File: src/tplu_pkg.sv
// Constants, field layouts and carrier types of the touch probe latch unit
package tplu_pkg;

  // ************************************************************
  // Object indices of the readable results
  // ************************************************************
  localparam logic [15:0] IDX_LATCH_STATUS   = 16'h60b9;
  localparam logic [15:0] IDX_P1_RISE_POS    = 16'h60ba;
  localparam logic [15:0] IDX_P1_FALL_POS    = 16'h60bb;
  localparam logic [15:0] IDX_P2_RISE_POS    = 16'h60bc;
  localparam logic [15:0] IDX_P2_FALL_POS    = 16'h60bd;
  localparam logic [15:0] IDX_P1_RISE_COUNT  = 16'h60d5;

  // ************************************************************
  // Widths and reset values
  // ************************************************************
  localparam int          CTRL_W             = 16;
  localparam int          STATUS_W           = 16;
  localparam int          POS_W              = 32;
  localparam int          COUNT_W            = 16;
  localparam int          NUM_PROBES         = 2;
  localparam logic [15:0] STATUS_RESET       = 16'h0000;
  localparam logic [31:0] POS_RESET          = 32'h0000_0000;
  localparam logic [15:0] COUNT_RESET        = 16'h0000;
  localparam logic [15:0] COUNT_STEP         = 16'h0001;
  localparam logic [31:0] RDATA_IDLE         = 32'h0000_0000;

  // ************************************************************
  // Field positions inside one probe's byte (probe 2 sits 8 above)
  // ************************************************************
  localparam int          PROBE_FIELD_STRIDE = 8;
  localparam int          CTRL_ENABLE_BIT    = 0;
  localparam int          CTRL_MODE_BIT      = 1;
  localparam int          CTRL_SELECT_BIT    = 2;
  localparam int          CTRL_RISE_EN_BIT   = 4;
  localparam int          CTRL_FALL_EN_BIT   = 5;
  localparam int          STAT_ENABLE_BIT    = 0;
  localparam int          STAT_RISE_BIT      = 1;
  localparam int          STAT_FALL_BIT      = 2;

  // Per-probe settings taken from the probe control word
  typedef struct packed {
    logic enable;
    logic continuous;
    logic use_index;
    logic rise_en;
    logic fall_en;
  } tplu_probe_cfg_t;

  // Per-probe latch results
  typedef struct packed {
    logic                    rise_flag;
    logic                    fall_flag;
    logic signed [POS_W-1:0] rise_pos;
    logic signed [POS_W-1:0] fall_pos;
  } tplu_probe_result_t;

endpackage : tplu_pkg

File: src/tplu_touch_probe_latch_unit.sv
// Touch probe latch unit: edge capture of position feedback on two probes
//
// Functional notes
// - Status bit 1 set on latched probe 1 rising edge, bit 2 on falling edge.
// - Status bit 9 set on latched probe 2 rising edge, bit 10 on falling edge.
// - Probe 1 rising latch stores signed 32-bit position feedback in its register.
// - Probe 1 falling latch stores signed 32-bit position feedback in its register.
// - Probe 2 rising latch stores signed 32-bit position feedback in its register.
// - Probe 2 falling latch stores signed 32-bit position feedback in its register.
// - Unsigned 16-bit count of probe 1 rising latches, from zero, read only.
// - Single mode latches first valid trigger after arming; continuous latches every one.
// - Select bit zero triggers from probe input, one from encoder index pulse.
`timescale 1ns/1ps

module tplu_touch_probe_latch_unit
(
  input  wire logic                                core_clk_i,
  input  wire logic                                rst_i,
  input  wire logic [tplu_pkg::CTRL_W-1:0]         probe_ctrl_i,
  input  wire logic                                probe1_pin_i,
  input  wire logic                                probe2_pin_i,
  input  wire logic                                index_pulse_i,
  input  wire logic signed [tplu_pkg::POS_W-1:0]   pos_feedback_i,
  input  wire logic                                obj_rd_i,
  input  wire logic [15:0]                         obj_index_i,
  output logic [tplu_pkg::POS_W-1:0]               obj_rdata_o,
  output logic                                     obj_valid_o,
  output logic                                     obj_error_o,
  output logic [tplu_pkg::STATUS_W-1:0]            latch_status_o,
  output logic [tplu_pkg::COUNT_W-1:0]             p1_rise_count_o
);
  import tplu_pkg::*;

  // ************************************************************
  // Helper functions
  // ************************************************************

  // Pull one probe's settings out of the control word
  function automatic tplu_probe_cfg_t decode_cfg(input logic [CTRL_W-1:0] ctrl, input int probe);
    tplu_probe_cfg_t cfg;
    int              base;
    base           = probe * PROBE_FIELD_STRIDE;
    cfg.enable     = ctrl[base + CTRL_ENABLE_BIT];
    cfg.continuous = ctrl[base + CTRL_MODE_BIT];
    cfg.use_index  = ctrl[base + CTRL_SELECT_BIT];
    cfg.rise_en    = ctrl[base + CTRL_RISE_EN_BIT];
    cfg.fall_en    = ctrl[base + CTRL_FALL_EN_BIT];
    return cfg;
  endfunction : decode_cfg

  // Decide whether one edge type latches in this cycle
  function automatic logic edge_hit(input logic enable, input logic edge_en, input logic edge_seen,
                                    input logic continuous, input logic already);
    return enable & edge_en & edge_seen & (continuous | ~already);
  endfunction : edge_hit

  // ************************************************************
  // Pin synchronisers and edge detection
  // ************************************************************
  localparam int NUM_PINS = 3;
  localparam int PIN_IDX  = 2;

  logic [NUM_PINS-1:0] pin_raw;
  logic [NUM_PINS-1:0] pin_meta;
  logic [NUM_PINS-1:0] pin_sync;
  logic [NUM_PINS-1:0] pin_prev;
  logic [NUM_PINS-1:0] pin_rise;
  logic [NUM_PINS-1:0] pin_fall;

  assign pin_raw = {index_pulse_i, probe2_pin_i, probe1_pin_i};

  // Two stages against metastability, a third stage only for edge detection
  always_ff @(posedge core_clk_i or posedge rst_i)
  begin
    if (rst_i)
    begin
      pin_meta <= '0;
      pin_sync <= '0;
      pin_prev <= '0;
    end
    else
    begin
      pin_meta <= pin_raw;
      pin_sync <= pin_meta;
      pin_prev <= pin_sync;
    end
  end

  // Edges are taken from the settled stages only
  assign pin_rise = pin_sync & ~pin_prev;
  assign pin_fall = ~pin_sync & pin_prev;

  // ************************************************************
  // Per-probe latch logic
  // ************************************************************
  tplu_probe_cfg_t     cfg      [NUM_PROBES];
  tplu_probe_result_t  result   [NUM_PROBES];
  tplu_probe_result_t  next_result [NUM_PROBES];
  logic [NUM_PROBES-1:0] en_prev;
  logic [NUM_PROBES-1:0] rise_hit;
  logic [NUM_PROBES-1:0] fall_hit;
  logic [NUM_PROBES-1:0] trig_rise;
  logic [NUM_PROBES-1:0] trig_fall;

  genvar g;
  generate
    for (g = 0; g < NUM_PROBES; g++)
    begin : g_probe
      logic arm;

      assign cfg[g] = decode_cfg(probe_ctrl_i, g);

      // Edge source is chosen after edge detection, so flipping the select
      // bit never fabricates an edge out of two differing levels
      assign trig_rise[g] = cfg[g].use_index ? pin_rise[PIN_IDX] : pin_rise[g];
      assign trig_fall[g] = cfg[g].use_index ? pin_fall[PIN_IDX] : pin_fall[g];

      // Arming happens on the cycle the probe becomes enabled
      assign arm = cfg[g].enable & ~en_prev[g];

      assign rise_hit[g] = edge_hit(cfg[g].enable, cfg[g].rise_en, trig_rise[g],
                                    cfg[g].continuous, result[g].rise_flag);
      assign fall_hit[g] = edge_hit(cfg[g].enable, cfg[g].fall_en, trig_fall[g],
                                    cfg[g].continuous, result[g].fall_flag);

      // Next flags and captured positions
      always_comb
      begin
        next_result[g] = result[g];
        if (!cfg[g].enable)
        begin
          // A disabled probe reports nothing latched; positions are kept
          next_result[g].rise_flag = 1'b0;
          next_result[g].fall_flag = 1'b0;
        end
        else
        begin
          if (arm)
          begin
            // Fresh arming forgets earlier latches; an edge in the same
            // cycle still latches below, so no event is lost
            next_result[g].rise_flag = 1'b0;
            next_result[g].fall_flag = 1'b0;
          end
          if (rise_hit[g])
          begin
            next_result[g].rise_flag = 1'b1;
            next_result[g].rise_pos  = pos_feedback_i;
          end
          if (fall_hit[g])
          begin
            next_result[g].fall_flag = 1'b1;
            next_result[g].fall_pos  = pos_feedback_i;
          end
        end
      end

      // Result and arming registers
      always_ff @(posedge core_clk_i or posedge rst_i)
      begin
        if (rst_i)
        begin
          result[g].rise_flag <= 1'b0;
          result[g].fall_flag <= 1'b0;
          result[g].rise_pos  <= POS_RESET;
          result[g].fall_pos  <= POS_RESET;
          en_prev[g]          <= 1'b0;
        end
        else
        begin
          result[g]  <= next_result[g];
          en_prev[g] <= cfg[g].enable;
        end
      end
    end
  endgenerate

  // ************************************************************
  // Probe 1 rising edge counter
  // ************************************************************
  logic [COUNT_W-1:0] p1_rise_count;
  logic [COUNT_W-1:0] next_p1_rise_count;

  // Wraps at the top of its range; the master has no way to write it
  always_comb
  begin
    next_p1_rise_count = p1_rise_count;
    if (rise_hit[0])
    begin
      next_p1_rise_count = p1_rise_count + COUNT_STEP;
    end
  end

  // Counter register
  always_ff @(posedge core_clk_i or posedge rst_i)
  begin
    if (rst_i)
    begin
      p1_rise_count <= COUNT_RESET;
    end
    else
    begin
      p1_rise_count <= next_p1_rise_count;
    end
  end

  assign p1_rise_count_o = p1_rise_count;

  // ************************************************************
  // Status word
  // ************************************************************
  logic [STATUS_W-1:0] status_word;

  // Enable mirrors follow the control word directly
  always_comb
  begin
    status_word = STATUS_RESET;
    for (int p = 0; p < NUM_PROBES; p++)
    begin
      status_word[p*PROBE_FIELD_STRIDE + STAT_ENABLE_BIT] = cfg[p].enable;
      status_word[p*PROBE_FIELD_STRIDE + STAT_RISE_BIT]   = result[p].rise_flag;
      status_word[p*PROBE_FIELD_STRIDE + STAT_FALL_BIT]   = result[p].fall_flag;
    end
  end

  // Registered copy keeps the output free of control-word glitches
  always_ff @(posedge core_clk_i or posedge rst_i)
  begin
    if (rst_i)
    begin
      latch_status_o <= STATUS_RESET;
    end
    else
    begin
      latch_status_o <= status_word;
    end
  end

  // ************************************************************
  // Object read port
  // ************************************************************
  logic [POS_W-1:0] next_rdata;
  logic             next_valid;
  logic             next_error;

  // Index decode; unknown indices answer with zero data and an error
  always_comb
  begin
    next_rdata = RDATA_IDLE;
    next_valid = obj_rd_i;
    next_error = 1'b0;
    if (!obj_rd_i)
    begin
      next_valid = 1'b0;
    end
    else if (obj_index_i == IDX_LATCH_STATUS)
    begin
      next_rdata = {{(POS_W-STATUS_W){1'b0}}, status_word};
    end
    else if (obj_index_i == IDX_P1_RISE_POS)
    begin
      next_rdata = result[0].rise_pos;
    end
    else if (obj_index_i == IDX_P1_FALL_POS)
    begin
      next_rdata = result[0].fall_pos;
    end
    else if (obj_index_i == IDX_P2_RISE_POS)
    begin
      next_rdata = result[1].rise_pos;
    end
    else if (obj_index_i == IDX_P2_FALL_POS)
    begin
      next_rdata = result[1].fall_pos;
    end
    else if (obj_index_i == IDX_P1_RISE_COUNT)
    begin
      next_rdata = {{(POS_W-COUNT_W){1'b0}}, p1_rise_count};
    end
    else
    begin
      next_error = 1'b1;
    end
  end

  // Read answer registers
  always_ff @(posedge core_clk_i or posedge rst_i)
  begin
    if (rst_i)
    begin
      obj_rdata_o <= RDATA_IDLE;
      obj_valid_o <= 1'b0;
      obj_error_o <= 1'b0;
    end
    else
    begin
      obj_rdata_o <= next_rdata;
      obj_valid_o <= next_valid;
      obj_error_o <= next_error;
    end
  end

endmodule : tplu_touch_probe_latch_unit

File: config.mk
export PLATFORM = sky130hd
export DESIGN_NAME = tplu_touch_probe_latch_unit
export DESIGN_NICKNAME = d
export VERILOG_FILES = /design/src/tplu_pkg.sv /design/src/tplu_touch_probe_latch_unit.sv
export SDC_FILE = /design/constraint.sdc
export NUM_CORES = 1
export LEC_CHECK = 0
export BUFFER_PORTS_ARGS = -buffer_cell sky130_fd_sc_hd__clkbuf_2
export CORE_UTILIZATION = 51
export DETAILED_ROUTE_END_ITERATION = 10
export PLACE_DENSITY = 0.76
export SLEW_MARGIN = 20
export SYNTH_ARGS = -nofsm -noshare
export SYNTH_HDL_FRONTEND = slang
export SYNTH_SLANG_ARGS = --single-unit
File: constraint.sdc
create_clock -name core_clk_i -period 5.37 [get_ports core_clk_i]
set_input_delay 0 -clock core_clk_i [delete_from_list [all_inputs] [get_ports core_clk_i]]
set_output_delay 0 -clock core_clk_i [all_outputs]
set_load 0.05 [all_outputs]
Yosys cells after proc, flatten, opt, wreduce, memory -nomap -nowiden
Index checks and enable logic that the tools add are counted.
{ "totals": {"reg_bits": 199, "output_inout_bits": 66, "wordCells": 88} }
{ "classes": {"addsub": 1, "bitwise_logic": 28, "n_eq_ne": 10, "n_reduce_logical": 4, "muxes": 27} }
{ "op_table": {"columns": ["op", "count"], "rows": [
  ["two-way mux 32 bit", 6],
  ["== test 16 x 15 -> 1 bit (second input constant)", 6],
  ["adder 16 x 1 -> 16 bit (second input constant)", 1],
  ["two-way mux 1 bit", 16],
  ["two-way mux 16 bit", 1],
  ["AND 1 bit", 14],
  ["!= test 3 x 1 -> 1 bit (second input constant)", 4],
  ["two-way mux 2 bit", 4],
  ["AND reduction 2 bit", 4],
  ["AND 3 bit", 2],
  ["inverter 1 bit", 6],
  ["inverter 3 bit", 2],
  ["OR 1 bit", 4]
]} }

Longest topological paths before layout
{ "depth": {"ltp_word": 8, "mapped_depth": 8, "mapped_depth_nobuf": 5} }

Least setup slack after synthesis
No wires, ideal clock.
{ "synth_path": {"path_type": "register to register", "startpoint": "register pin_prev[0]", "endpoint": "register result[103] (netlist bit)", "arrival_time_ps": 1908, "stages_incl_launch_ff": 6, "path_slack_ps": 3337, "t_required_ps": 5245, "setup_ps": 125, "path_cell_list": "dfrtp_1 > or3b_2 > a221oi_2 > buf_2 > buf_2 > mux2_2"} }
{ "synth_via": {"elab_chain_cells": 6} }
{ "synth_lines": {"columns": ["element", "line_no", "source"], "rows": [
  ["start, declared", "tplu_touch_probe_latch_unit.sv:66", "logic [NUM_PINS-1:0] pin_prev;"],
  ["start signal, assigned", "tplu_touch_probe_latch_unit.sv:85", "pin_prev <= pin_sync;"],
  ["inverter 3 bit", "tplu_touch_probe_latch_unit.sv:90", "assign pin_rise = pin_sync & ~pin_prev;"],
  ["AND 3 bit", "tplu_touch_probe_latch_unit.sv:90", null],
  ["two-way mux 1 bit", "tplu_touch_probe_latch_unit.sv:115", "assign trig_rise[g] = cfg[g].use_index ? pin_rise[PIN_IDX] : pin_rise[g];"],
  ["AND 1 bit (2 in a row)", "tplu_touch_probe_latch_unit.sv:54", "return enable & edge_en & edge_seen & (continuous | ~already);"],
  ["AND reduction 2 bit (no line)", null, null],
  ["end signal, assigned by index", "tplu_touch_probe_latch_unit.sv:171", "result[g] <= next_result[g];"],
  ["end, declared", "tplu_touch_probe_latch_unit.sv:97", "tplu_probe_result_t result [NUM_PROBES];"]
]} }
Every way passes these cells.
A chain may end at the register's enable or synchronous reset.

Worst setup path after layout
{ "layout_path": {"startpoint": "register pin_prev[1]", "endpoint": "register result[38] (netlist bit)"} }
The elaborated chain is that of the path after synthesis.

==> metrics.md <==
| Metric | Value |
|---|---|
| Global-route wire length before repair | `31350 um` |
| Peak supply drop | `between 0.0002 and 0.00025 V` |
| Cell area after layout | `approximately 10000 um^2` |
| GRT met1 Usage | `31.91%` |
| Seq/Total Area, Yosys | `between 50% and 60%` |
| Final hold vios | `0` |
| Critical Path AT | `2970 ps` |
| Seq pwr share | `about half` |
| Status | `finished clean` |
| CTS sink cnt | `about 200` |
| Most common cell after layout, fill and taps aside | `dfrtp_1` |
| Root buffer cell | `clkbuf_16` |
| Vias in the first global route | `5999` |
| Ys flop type | `dfrtp_1` |
| Routed wire length | `19220 um` |
| Total die area | `16840 um^2` |
| Layout overhead on the synthesized area | `21.55%` |
| GR Overflow Total | `0` |
| Syn avg cell area | `13.58 um^2` |
| Slew @ Worst Pin | `around 1100 ps` |
| Final Util | `63.71%` |
| Switching Fraction | `24.97%` |
| Power per standard cell area | `369.0 nW/um^2` |
| Tot GR Track Use | `25.01%` |
| Drt drc | `0` |
| CTS Buffer Depth | `2` |
| Cell variety after synth | `around 50` |
| DR iter-0 viols | `324` |
| Die Ht | `129.8 um` |
| TritonCTS clock tree | `done` |
| Worst-path clk slew | `60 ps` |
| Critical path type | `reg2reg` |
| #FFs+latches synth | `between 150 and 200` |
| Post-Syn Area | `~8300 um^2` |
| Port bufs | `119` |
| Sw Pwr | `0.9326 mW` |
| Final min period | `around 2700 ps` |
| Nets@finish | `841` |
| H-tree levels | `4` |
| Global-route track usage on met3 | `4.510%` |
| Total power | `3.734 mW` |
| Slew margin rel. | `about a quarter` |
| Worst-Skew Late Latency | `approximately 430 ps` |
| Post-DP HPWL | `roughly 12000 um` |
| Worst clock skew | `9.084 ps` |
| Hold Crit Class | `in2reg` |
| Routability congestion estimate | `between 0.8 and 0.9` |
| Drt first pass iters | `5` |
| EDFF count, synth | `0` |
| CTS Buf Count | `17` |
| Gr busiest metal | `met2` |
| Commonest non-fill, non-tap cells in the layout | `dfrtp_1 (197), mux2_2 (150), clkbuf_2 (119)` |
| Chip width | `129.8 um` |
| Share of cells above drive strength 1 | `41.61%` |
| Ports | `136` |
| Vias post-DR | `approximately 5.6k` |
| Pin count of the biggest net entering global routing | `121` |
| Fin. max-slew vios | `0` |
| Max cap viols | `0` |
| CP max FO | `18` |
| Met2 Resource Use GR | `43.03%` |
| Power share of the combinational group | `15.1%` |
| # diodes | `0` |
| Gate count of the mapped netlist | `613` |
| Worst setup SP type | `flop` |
| WL/cell | `slightly below 20 um` |
| Max Freq | `374.8 MHz` |
| Yosys warns | `0` |
| Row cnt | `46` |
| Clock power share | `33.5%` |
| Final worst-path cycle share | `49.68%` |
| Dpl cell area | `a little over 9000 um^2` |
| Hold slack | `110.3 ps` |
| Vias per inst | `5.600` |
| ANT nets after route | `0` |
| Worst Path Required | `5680 ps` |
| Post-synth ARST share | `100.0%` |
| Initial antenna violation count | `0` |
| Core Area | `15890 um^2` |
| Starting Density | `52.41%` |
| Pint | `2.802 mW` |
| RSZ-0062 raised after global routing | `false` |
| # setup viols final | `0` |
| PostCTS Resize Cnt | `0` |
| LEAKAGE | `4.461 nW` |
| Total negative slack | `0 ps` |
| Crit end category | `flop` |
## area by class of cell
cell class,instances,area (um^2)
multi-input cells,378,3238
fillers,1196,5766
clock inverters,5,100.1
flip-flops and latches,197,4930
inverters,5,26.28
well taps,216,270.3
repair buffers,171,1090
clock buffers,25,465.4
## registers in the layout, summed over array words and instances (netlist names)
name             count
result             132
obj_valid_o          1
pin_meta             3
pin_prev             3
obj_rdata_o         32
pin_sync             3
latch_status_o       6
obj_error_o          1
p1_rise_count_o     16
## power groups by stage
| stage | Sequential [mW] | Combinational (mW) | Clock [mW] |
|---|---|---|---|
| after floorplan | 1.94 | 0.380 | 0 |
| after global placement | 1.91 | 0.516 | 0 |
| after detailed placement | 1.94 | 0.544 | 0 |
| after CTS | 1.92 | 0.571 | 1.27 |
| after global routing | 1.95 | 0.620 | 1.33 |
| final | 1.92 | 0.564 | 1.25 |
## Yosys cell counts, types with 3 or more instances
library cell | n | area, um^2
clkbuf_1 | 7 | 26.28
nor2_1 | 5 | 18.77
nand3b_1 | 3 | 22.52
nand4_1 | 5 | 31.28
nand3_1 | 5 | 25.02
nand2_1 | 32 | 120.1
mux2_2 | 150 | 1689
inv_1 | 5 | 18.77
xnor2_1 | 13 | 113.9
dfrtp_1 | 197 | 4930
a22oi_1 | 43 | 322.8
buf_2 | 21 | 105.1
nor2b_1 | 4 | 25.02
o21ai_0 | 18 | 90.09
a31o_2 | 4 | 35.03
buf_4 | 11 | 82.58
nand2b_1 | 13 | 81.33
a21oi_1 | 32 | 160.2
## worst max-delay path, cell delays in order, from the launching register on
cell and delay, ps:
dfrtp_1 370, or3b_2 500, a221oi_4 820, buf_4 450, mux2_2 390
## stage by stage
stage                     setup WS [ps]  std cells
after floorplan                   1.046        622
after global placement             2586        926
after detailed placement           2550        926
after CTS                          2702        996
after global routing               2636        997
final                              2702        997
## final timing paths
kind                            slack (ps)  depth (start not counted)           start             end
worst max-delay path                  2700                          4     pin_prev[1]      result[38]
min in group asynchronous              240                          3           rst_i     obj_valid_o
worst max register to register        2700                          4     pin_prev[1]      result[38]
worst min register to register         360                          0     pin_meta[0]     pin_sync[0]
max in group asynchronous             3580                          4           rst_i     result[123]
worst min-delay path                   110                          4  obj_index_i[2]  obj_rdata_o[9]
## layer usage
metal | up-vias | wire length [um]
met4 | 0 | 257
li1 | 2519 | -
met3 | 22 | 804
met2 | 150 | 9821
met5 | - | 0
met1 | 2892 | 8333
## cell families after synthesis
group / Yosys count / synth area share (%)
xor gates and xnor gates: 15 / 1.578
buffers and inverters: 47 / 3.111
muxes: 152 / 20.53
AOI/OAI and AO/OA: 108 / 8.777
adders and majority gates: 1 / 0.1503
and+or+nand+nor: 92 / 6.597
DFF: 197 / 59.21
other: 1 / 0.04504
## repair_timing
action / 4_1_cts / 5_1_grt
hold buffers: 40 / 0
hold endpoints to repair: 264 / 0
buffers inserted: 0 / 0
No activity file was read; power rests on OpenSTA's default activity.
